[src/shared/igsf_defs.svh]
// Constants for the interrupt group security filter: sizes, reset values.
// Assumes inclusion by bare name from design files that also import igsf_pkg.
//
// Contract
// - Non-secure read of a Secure interrupt's field returns zero.
// - Non-secure write to a Secure interrupt's field changes nothing.
// - Secure accesses reach all interrupts; Non-secure only Non-secure ones.
// - Group 0 interrupts are Secure, group 1 interrupts are Non-secure.
// - Secure software sets a group bit for every implemented interrupt.
// - Non-secure interrupts use only the normal request line.
// - Secure interrupts use normal or fast line, chosen by configuration.
// - Grouping and fast signalling of group 0 are always present.
// - Each interrupt keeps inactive, pending, active or both per processor.
// - Pending on asserted source or software set, until serviced.
// - Acknowledge makes an interrupt active until its completion.
// - A new request during service gives active and pending.
// - A private interrupt reaches only its own processor's interface.
// - A shared interrupt routes to any configured set of processors.
// - Completion may split into priority drop and later deactivation.
// - Bypass disables block legacy lines while forwarding is off.
// - Interrupt state is writable so it can be saved and restored.
// - Pending interrupts for a sleeping processor raise a wakeup.
// - Edge interrupts latch on a rising edge and stay until cleared.
// - Level interrupts follow the input; deassertion removes pending.
`ifndef IGSF_DEFS_SVH
`define IGSF_DEFS_SVH

// ****************************************
// Sizes
// ****************************************
`define IGSF_N_CPU 2
`define IGSF_N_PRIV 4
`define IGSF_N_SPI 8
`define IGSF_IDW 5
`define IGSF_DW 8

// ****************************************
// Reset values
// ****************************************
`define IGSF_GRP_RST 1'b0
`define IGSF_EN_RST 1'b0
`define IGSF_EDGE_RST 1'b0
`define IGSF_TGT_RST 1'b0

`endif

[src/shared/igsf_pkg.sv]
// Types shared by the interrupt group security filter and its slots.
// Assumes nothing beyond a SystemVerilog compiler.
package igsf_pkg;

  // Bit 1 active, bit 0 pending
  typedef enum logic [1:0] {
    IGSF_ST_INACTIVE = 2'b00,
    IGSF_ST_PENDING = 2'b01,
    IGSF_ST_ACTIVE = 2'b10,
    IGSF_ST_ACT_PEND = 2'b11
  } igsf_state_t;

  typedef enum logic [2:0] {
    IGSF_FLD_GROUP = 3'b000,
    IGSF_FLD_ENABLE = 3'b001,
    IGSF_FLD_EDGE = 3'b010,
    IGSF_FLD_TARGET = 3'b011,
    IGSF_FLD_PEND_SET = 3'b100,
    IGSF_FLD_PEND_CLR = 3'b101,
    IGSF_FLD_STATE = 3'b110
  } igsf_fld_t;

  typedef struct packed {
    igsf_state_t st;
    logic src_prev;
  } igsf_slot_t;

endpackage

[src/rtl/igsf_irq_slot.sv]
// One interrupt as seen at one processor interface.
// Assumes i_src is already synchronised and masked by routing.
`timescale 1ns/1ps
module igsf_irq_slot import igsf_pkg::*; (
  // Clock and reset
  input logic i_clk_sys,
  input logic i_srst,
  // Source and configuration
  input logic i_src,
  input logic i_edge,
  // Events
  input logic i_sw_set,
  input logic i_sw_clr,
  input logic i_ack,
  input logic i_deact,
  input logic i_wr,
  input igsf_state_t i_wr_state,
  // State
  output igsf_state_t o_state
);

  igsf_slot_t q;
  igsf_slot_t d;
  logic rise;
  logic fall;
  logic p0;
  logic p_n;
  logic a_n;

  always_comb begin
    d = q;
    d.src_prev = i_src;
    rise = i_src & ~q.src_prev;
    fall = ~i_src & q.src_prev;
    p0 = q.st[0] & ~i_ack & ~i_sw_clr;
    a_n = (q.st[1] | (i_ack & q.st[0])) & ~i_deact;
    if (i_edge) begin
      p_n = p0 | rise | i_sw_set;
    end else begin
      p_n = (p0 & ~fall) | i_src | i_sw_set;
    end
    if (i_wr) begin
      d.st = i_wr_state;
    end else begin
      d.st = igsf_state_t'({a_n, p_n});
    end
  end

  always_ff @(posedge i_clk_sys) begin
    if (i_srst) begin
      q <= '{st: IGSF_ST_INACTIVE, src_prev: 1'b0};
    end else begin
      q <= d;
    end
  end

  assign o_state = q.st;
endmodule

[src/rtl/igsf_filter.sv]
// Interrupt grouping, security filtering and request line routing.
// Assumes same-clock logic drives access, control and handshake ports;
// interrupt sources and legacy lines arrive asynchronously.
`timescale 1ns/1ps
`include "igsf_defs.svh"
module igsf_filter import igsf_pkg::*; #(
  parameter int N_CPU = `IGSF_N_CPU,
  parameter int N_PRIV = `IGSF_N_PRIV,
  parameter int N_SPI = `IGSF_N_SPI,
  parameter int IDW = `IGSF_IDW,
  parameter int DW = `IGSF_DW,
  parameter int CW = (N_CPU > 1) ? $clog2(N_CPU) : 1
) (
  // Clock and reset
  input logic i_clk_sys,
  input logic i_srst,
  // Interrupt sources
  input logic [N_CPU*N_PRIV-1:0] i_priv_src,
  input logic [N_SPI-1:0] i_spi_src,
  // Legacy lines
  input logic [N_CPU-1:0] i_legacy_irq,
  input logic [N_CPU-1:0] i_legacy_fast,
  // Controls
  input logic i_dist_en,
  input logic [N_CPU-1:0] i_cpu_en_grp0,
  input logic [N_CPU-1:0] i_cpu_en_grp1,
  input logic [N_CPU-1:0] i_fast_en,
  input logic [N_CPU-1:0] i_irq_byp_dis,
  input logic [N_CPU-1:0] i_fast_byp_dis,
  input logic [N_CPU-1:0] i_eoi_split,
  input logic [N_CPU-1:0] i_cpu_sleep,
  // Field access
  input logic i_acc_valid,
  input logic i_acc_write,
  input logic i_acc_secure,
  input igsf_fld_t i_acc_fld,
  input logic [CW-1:0] i_acc_cpu,
  input logic [IDW-1:0] i_acc_id,
  input logic [DW-1:0] i_acc_wdata,
  output logic o_acc_rvalid,
  output logic [DW-1:0] o_acc_rdata,
  // Processor handshake
  input logic [N_CPU-1:0] i_ack,
  output logic [N_CPU-1:0] o_ack_valid,
  output logic [N_CPU*IDW-1:0] o_ack_id,
  input logic [N_CPU-1:0] i_eoi,
  input logic [N_CPU-1:0] i_deact,
  input logic [N_CPU*IDW-1:0] i_eoi_id,
  output logic [N_CPU-1:0] o_prio_drop,
  // Request lines
  output logic [N_CPU-1:0] o_irq,
  output logic [N_CPU-1:0] o_fast,
  output logic [N_CPU-1:0] o_wake
);

  localparam int NI = N_PRIV + N_SPI;
  localparam int NB = N_CPU * N_PRIV + N_SPI;
  localparam int NS = N_CPU * NI;

  // ****************************************
  // Parameter checks
  // ****************************************
  if (N_CPU < 1 || N_SPI < 1 || N_PRIV < 1) begin : g_chk_size
    $error("igsf_filter: counts must be at least one");
  end
  if (NI >= (1 << IDW) - 1) begin : g_chk_idw
    $error("igsf_filter: IDW too narrow for ids and spurious code");
  end
  if (DW < 2 || DW < N_CPU) begin : g_chk_dw
    $error("igsf_filter: DW too narrow for state or target fields");
  end

  // ****************************************
  // State
  // ****************************************
  typedef struct packed {
    logic [NB-1:0] grp;
    logic [NB-1:0] en;
    logic [NB-1:0] edge_cfg;
    logic [N_SPI*N_CPU-1:0] tgt;
    logic [NB-1:0] src_s1;
    logic [NB-1:0] src_s2;
    logic [N_CPU-1:0] lirq_s1;
    logic [N_CPU-1:0] lirq_s2;
    logic [N_CPU-1:0] lfast_s1;
    logic [N_CPU-1:0] lfast_s2;
    logic [N_CPU-1:0] irq;
    logic [N_CPU-1:0] fast;
    logic [N_CPU-1:0] wake;
    logic [N_CPU-1:0] drop;
    logic [N_CPU-1:0] ackv;
    logic [N_CPU*IDW-1:0] ack_id;
    logic [DW-1:0] rdata;
    logic rvalid;
  } igsf_st_t;

  localparam igsf_st_t RST = '{
    grp: {NB{`IGSF_GRP_RST}},
    en: {NB{`IGSF_EN_RST}},
    edge_cfg: {NB{`IGSF_EDGE_RST}},
    tgt: {(N_SPI*N_CPU){`IGSF_TGT_RST}},
    default: '0
  };

  igsf_st_t q;
  igsf_st_t d;

  // Slot controls and state
  logic [NS-1:0] sl_src;
  logic [NS-1:0] sl_edge;
  logic [NS-1:0] sl_set;
  logic [NS-1:0] sl_clr;
  logic [NS-1:0] sl_ack;
  logic [NS-1:0] sl_deact;
  logic [NS-1:0] sl_wr;
  logic [NS-1:0] rdy;
  igsf_state_t sl_state [NS];
  igsf_state_t wr_state;

  // Per-processor summaries and field access decode
  logic [N_CPU-1:0] hp0;
  logic [N_CPU-1:0] hp1;
  logic [N_CPU-1:0] pend_any;
  logic acc_grp1;
  logic acc_ok;
  logic acc_id_ok;

  // Storage index of the config bits of an interrupt at a processor
  function automatic int cfg_idx(input int cpu, input int id);
    if (id < N_PRIV) begin
      return cpu * N_PRIV + id;
    end
    return N_CPU * N_PRIV + (id - N_PRIV);
  endfunction

  // ****************************************
  // Next state
  // ****************************************
  always_comb begin
    int ci;
    int si;
    int pick;
    int eid;
    logic [DW-1:0] rd;
    ci = 0;
    si = 0;
    pick = -1;
    eid = 0;
    rd = '0;
    d = q;
    d.src_s1 = {i_spi_src, i_priv_src};
    d.src_s2 = q.src_s1;
    d.lirq_s1 = i_legacy_irq;
    d.lirq_s2 = q.lirq_s1;
    d.lfast_s1 = i_legacy_fast;
    d.lfast_s2 = q.lfast_s1;
    sl_set = '0;
    sl_clr = '0;
    sl_ack = '0;
    sl_deact = '0;
    sl_wr = '0;
    wr_state = igsf_state_t'(i_acc_wdata[1:0]);
    hp0 = '0;
    hp1 = '0;
    pend_any = '0;

    // Routing into slots and readiness
    for (int c = 0; c < N_CPU; c++) begin
      for (int i = 0; i < NI; i++) begin
        ci = cfg_idx(c, i);
        si = c * NI + i;
        if (i < N_PRIV) begin
          sl_src[si] = q.src_s2[ci];
        end else begin
          sl_src[si] = q.src_s2[ci] & q.tgt[(i - N_PRIV) * N_CPU + c];
        end
        sl_edge[si] = q.edge_cfg[ci];
        rdy[si] = (sl_state[si] == IGSF_ST_PENDING) && q.en[ci] && i_dist_en &&
          (q.grp[ci] ? i_cpu_en_grp1[c] : i_cpu_en_grp0[c]);
        hp0[c] = hp0[c] | (rdy[si] & ~q.grp[ci]);
        hp1[c] = hp1[c] | (rdy[si] & q.grp[ci]);
        pend_any[c] = pend_any[c] | (sl_state[si][0] & q.en[ci] & i_dist_en);
      end
    end

    // Field access with security filter
    acc_id_ok = (int'(i_acc_id) < NI) && (int'(i_acc_cpu) < N_CPU);
    ci = cfg_idx(int'(i_acc_cpu), int'(i_acc_id));
    si = int'(i_acc_cpu) * NI + int'(i_acc_id);
    acc_grp1 = acc_id_ok ? q.grp[ci] : 1'b0;
    acc_ok = acc_id_ok && (i_acc_secure || acc_grp1);
    if (i_acc_valid && acc_ok) begin
      case (i_acc_fld)
        IGSF_FLD_GROUP: begin
          rd[0] = q.grp[ci];
          if (i_acc_write && i_acc_secure) begin
            d.grp[ci] = i_acc_wdata[0];
          end
        end
        IGSF_FLD_ENABLE: begin
          rd[0] = q.en[ci];
          if (i_acc_write) begin
            d.en[ci] = i_acc_wdata[0];
          end
        end
        IGSF_FLD_EDGE: begin
          rd[0] = q.edge_cfg[ci];
          if (i_acc_write) begin
            d.edge_cfg[ci] = i_acc_wdata[0];
          end
        end
        IGSF_FLD_TARGET: begin
          if (int'(i_acc_id) >= N_PRIV) begin
            rd[N_CPU-1:0] = q.tgt[(int'(i_acc_id) - N_PRIV) * N_CPU +: N_CPU];
            if (i_acc_write) begin
              d.tgt[(int'(i_acc_id) - N_PRIV) * N_CPU +: N_CPU] = i_acc_wdata[N_CPU-1:0];
            end
          end else begin
            rd[int'(i_acc_cpu)] = 1'b1;
          end
        end
        IGSF_FLD_PEND_SET: begin
          rd[0] = sl_state[si][0];
          sl_set[si] = i_acc_write & i_acc_wdata[0];
        end
        IGSF_FLD_PEND_CLR: begin
          rd[0] = sl_state[si][0];
          sl_clr[si] = i_acc_write & i_acc_wdata[0];
        end
        IGSF_FLD_STATE: begin
          rd[1:0] = sl_state[si];
          sl_wr[si] = i_acc_write;
        end
        default: begin
          rd = '0;
        end
      endcase
    end
    d.rvalid = i_acc_valid & ~i_acc_write;
    d.rdata = (i_acc_valid && !i_acc_write) ? rd : '0;

    // Acknowledge, completion and request lines
    for (int c = 0; c < N_CPU; c++) begin
      pick = -1;
      for (int i = NI - 1; i >= 0; i--) begin
        if (rdy[c * NI + i]) begin
          pick = i;
        end
      end
      d.ackv[c] = i_ack[c];
      if (i_ack[c]) begin
        if (pick >= 0) begin
          sl_ack[c * NI + pick] = 1'b1;
          d.ack_id[c*IDW +: IDW] = IDW'(pick);
        end else begin
          d.ack_id[c*IDW +: IDW] = {IDW{1'b1}};
        end
      end
      eid = int'(i_eoi_id[c*IDW +: IDW]);
      d.drop[c] = i_eoi[c];
      if (eid < NI && ((i_eoi[c] && !i_eoi_split[c]) || (i_deact[c] && i_eoi_split[c]))) begin
        sl_deact[c * NI + eid] = 1'b1;
      end
      if (i_cpu_en_grp0[c] || i_cpu_en_grp1[c]) begin
        d.irq[c] = hp1[c] | (hp0[c] & ~i_fast_en[c]);
      end else begin
        d.irq[c] = ~i_irq_byp_dis[c] & q.lirq_s2[c];
      end
      if (i_cpu_en_grp0[c] && i_fast_en[c]) begin
        d.fast[c] = hp0[c];
      end else if (!i_cpu_en_grp0[c]) begin
        d.fast[c] = ~i_fast_byp_dis[c] & q.lfast_s2[c];
      end else begin
        d.fast[c] = 1'b0;
      end
      d.wake[c] = i_cpu_sleep[c] & pend_any[c];
    end
  end

  always_ff @(posedge i_clk_sys) begin
    if (i_srst) begin
      q <= RST;
    end else begin
      q <= d;
    end
  end

  // ****************************************
  // Slots
  // ****************************************
  for (genvar s = 0; s < NS; s++) begin : g_slot
    igsf_irq_slot u_slot (
      .i_clk_sys (i_clk_sys),
      .i_srst (i_srst),
      .i_src (sl_src[s]),
      .i_edge (sl_edge[s]),
      .i_sw_set (sl_set[s]),
      .i_sw_clr (sl_clr[s]),
      .i_ack (sl_ack[s]),
      .i_deact (sl_deact[s]),
      .i_wr (sl_wr[s]),
      .i_wr_state (wr_state),
      .o_state (sl_state[s])
    );
  end

  // ****************************************
  // Outputs
  // ****************************************
  assign o_acc_rvalid = q.rvalid;
  assign o_acc_rdata = q.rdata;
  assign o_ack_valid = q.ackv;
  assign o_ack_id = q.ack_id;
  assign o_prio_drop = q.drop;
  assign o_irq = q.irq;
  assign o_fast = q.fast;
  assign o_wake = q.wake;
endmodule

[config.mk]
export PLATFORM = sky130hd
export DESIGN_NAME = igsf_filter
export DESIGN_NICKNAME = d
export VERILOG_FILES = /design/src/shared/igsf_pkg.sv /design/src/rtl/igsf_irq_slot.sv /design/src/rtl/igsf_filter.sv
export VERILOG_INCLUDE_DIRS = /design/src /design/src/shared
export SDC_FILE = /design/constraint.sdc
export NUM_CORES = 1
export LEC_CHECK = 0
export BUFFER_PORTS_ARGS = -buffer_cell sky130_fd_sc_hd__buf_4
export CAP_MARGIN = 20
export CORE_ASPECT_RATIO = 1.25
export CORE_MARGIN = 3
export CORE_UTILIZATION = 27
export CTS_BUF_LIST = sky130_fd_sc_hd__clkbuf_16
export CTS_CLUSTER_SIZE = 14
export DETAILED_ROUTE_END_ITERATION = 7
export SYNTH_ARGS = -nofsm -noshare
export SYNTH_HDL_FRONTEND = slang
export SYNTH_SLANG_ARGS = --single-unit
[constraint.sdc]
create_clock -name i_clk_sys -period 5.7 [get_ports i_clk_sys]
set_clock_uncertainty 0.05 [all_clocks]
set_input_delay 1.14 -clock i_clk_sys [delete_from_list [all_inputs] [get_ports i_clk_sys]]
set_output_delay 1.14 -clock i_clk_sys [all_outputs]
set_load 0.05 [all_outputs]
==> out/results.txt <==
Fin nets - 1573
Count of final setup violators - 0
Setup CP Type - primary input to register
Pin count of the biggest net entering global routing - 97
Sequential area share after synthesis - 0.326
Final TNS setup - 0 ns
Die height - 244 um
Slowest CP cell - nor4b_1
CTS tree - done
Most used DFF post-synth - dfxtp_1
Initial antenna violation count - 0
Reg2Reg Depth - 14
Max Clock Freq - 213 MHz
Slowest stage delay, CP - 0.56 ns
Cells after synthesis - 1454
VDD IR max - 0.170 mV
Pwr Density - 224 nW/um^2
RSZ-0062 raised after global routing - no
Initial DRT Pass Iterations - 6
Reg2reg start - q[124]
Synth unique cells - 100
Root Buffer Master - clkbuf_16
GR Overflow Total - 0
Reg2Reg Setup Slack - 1.49 ns
Starting density of the core - 0.275
Worst slew pin tran - 0.961 ns
Synth area leader - dfxtp_1
WHS Path Cells - 1
Core Util, Final - 0.311
N_diodes - 0
Cts repair resizes - 0
Mapped Area - 12200 um^2
Die Span X - 196 um
Initial drt markers - 1116
Global-route wire length before repair - 67800 um
Postcts setup bufs - 0
Reg clk slew, reported paths - 0.07 ns
WL/cell - 21.7 um
Most common cell in the netlist - dfxtp_1
CP dominant cell by count - ha_1
Vias in the first global route - 11000
CTS sink cnt - 199
Syn Area/Cell - 8.41 um^2
Critical path data required time - 6.04 ns
Maximum root-to-sink buffer count - 2
Dpl ws - 0.551 ns
Post-route minimum period - 4.70 ns
Htree depth - 4
Period utilization - 0.825
Outcome - finished, final reports clean
Worst Setup End Kind - register
Global Route Usage Sum - 0.183
Max Fanout on Critical Path - 10
Worst setup SP type - primary input
YS warnings - 0
Fill cells - 4734
# DRC - 0
DR vias/cell - 5.66
Via count - 11700
Most common library cells after synthesis - 199 x dfxtp_1, 152 x nand2_1, 150 x nor2_1
FF+latch count, synth - 199
RR Endpoint - g_slot[4].u_slot.o_state[1]
Die area - 47900 um^2
Final Hold Vio Count - 0
CTS Buf Count - 17
WP data arrival - 5.04 ns
Final WL - 44800 um
Skew-Pair Late Insertion Delay - 0.47 ns
Fin. max-slew vios - 0
Hold_buf cts - 0
EDFF count, synth - 0
HPWL after DPL - 34000 um
I/O Pins - 102
Buffers added on ports - 89
Setup ws final - 0.999 ns
Max cap viols - 0
Layout cells sized above 1 - 0.151
HP Class - register to register
Core area - 44400 um^2
Critical path buffers and inverters - 3
Asr flop ratio synth - 0
Synth top area cells - dfxtp_1 33%, mux4_2 5.2%, nand2_1 4.7%, nor2_1 4.6%, mux2i_1 4.3%
Hold Crit Start - d[33]
Top Family by Delay on Critical Path - simple AND/OR/NAND/NOR gates
LEAKAGE - 4.77 nW
Area growth syn-to-layout - 12.8%
Core Rows - 86
Placer Congestion - 0.982
Rel. slew slack - 0.353
Antenna Nets Post-Route - 0
Crit-path cells - buf_4 -> inv_1 -> ha_1 -> ha_1 -> clkinv_1 -> or3_1 -> ha_1 -> or4b_1 -> nor3_1 -> nand4_1 -> nor4b_1 -> nand2_1 -> nor2_1 -> nand2_1 -> a21oi_1
Hold Path End - q[33]
Top cell type's share of synthesized area - 0.326
-- registers in the layout (all words and copies together), names as in the netlist --
signal                 cells
o_wake                     2
d                         20
o_fast                     2
g_slot.u_slot.o_state     48
o_prio_drop                2
o_irq                      2
o_ack_valid                2
q                         84
o_acc_rvalid               1
o_acc_rdata                2
o_ack_id                  10
g_slot.u_slot.q           24
-- cells in the final DEF (no fill, tap or decap), types with 13 or more instances in the layout --
cell         n
mux2i_1     52
a32oi_1     14
nand4b_1    18
o22ai_1     19
and4b_1     13
nor2_1     150
nor2b_1     57
ha_1        24
a31oi_1     31
nand2_1    152
o21ai_0     60
nor3_1      27
dfxtp_1    199
a21oi_1     79
and2_1      14
a221oi_1    30
clkbuf_16   17
nand3_1     54
buf_4      110
a22oi_1     33
mux4_2      28
inv_1       56
and3b_1     18
-- routing by layer --
layer,part of all wire,track usage
met1,0.40,0.222
met2,0.48,0.305
met3,0.058,0.0270
met4,0.062,0.110
met5,0,0
-- worst max path at each step --
stage	from	cells after the start	end	slack, ns
floorplan	i_acc_id[0]	17	q[77]	1.02
global route	i_acc_id[2]	15	q[79]	0.68
CTS	i_acc_id[2]	15	q[79]	1.03
global placement	i_acc_id[2]	15	q[79]	0.66
finish	i_acc_id[2]	15	q[79]	1.0
detailed placement	i_acc_id[2]	15	q[79]	0.55
-- logic make-up (layout without fill, tap and decap cells) --
family	after synthesis	after routing	synth area share
simple gates	597	597	0.259
compound gates	363	363	0.211
flops	199	199	0.326
buf+inv	172	201	0.0675
mux	90	90	0.105
fa+ha+maj	25	25	0.0262
xor+xnor	7	7	0.00501
other cells	1	6	0.000307
-- final cells by class --
type / count / area, um^2 / share of cell area
Multi-Input combinational cell: 1088 / 7450 / 0.539
Clock inverter: 15 / 176 / 0.0128
Sequential cell: 199 / 3980 / 0.289
Tap cell: 572 / 716 / 0.0518
Timing Repair Buffer: 112 / 842 / 0.0610
Inverter: 57 / 214 / 0.0155
Clock buffer: 17 / 425 / 0.0308
-- metrics by stage --
| step | hold slack [ns] | std cells | power [mW] | instance area (um^2) |
|---|---|---|---|---|
| floorplan | 0.364 | 1459 | 1.72 | 12300 |
| global placement | 0.378 | 2027 | 1.84 | 13200 |
| detailed placement | 0.376 | 2027 | 1.84 | 13200 |
| CTS | 0.393 | 2059 | 3.12 | 13800 |
| global route | 0.408 | 2060 | 3.22 | 13800 |
| finish | 0.387 | 2060 | 3.10 | 13800 |
-- where the power goes --
group          leakage [nW]  switching (mW)  internal [mW]
clock network         0.289           0.589          0.694
registers              1.62          0.0186           1.41
logic                  2.86           0.256          0.128
No activity file was read; power rests on OpenSTA's default activity.
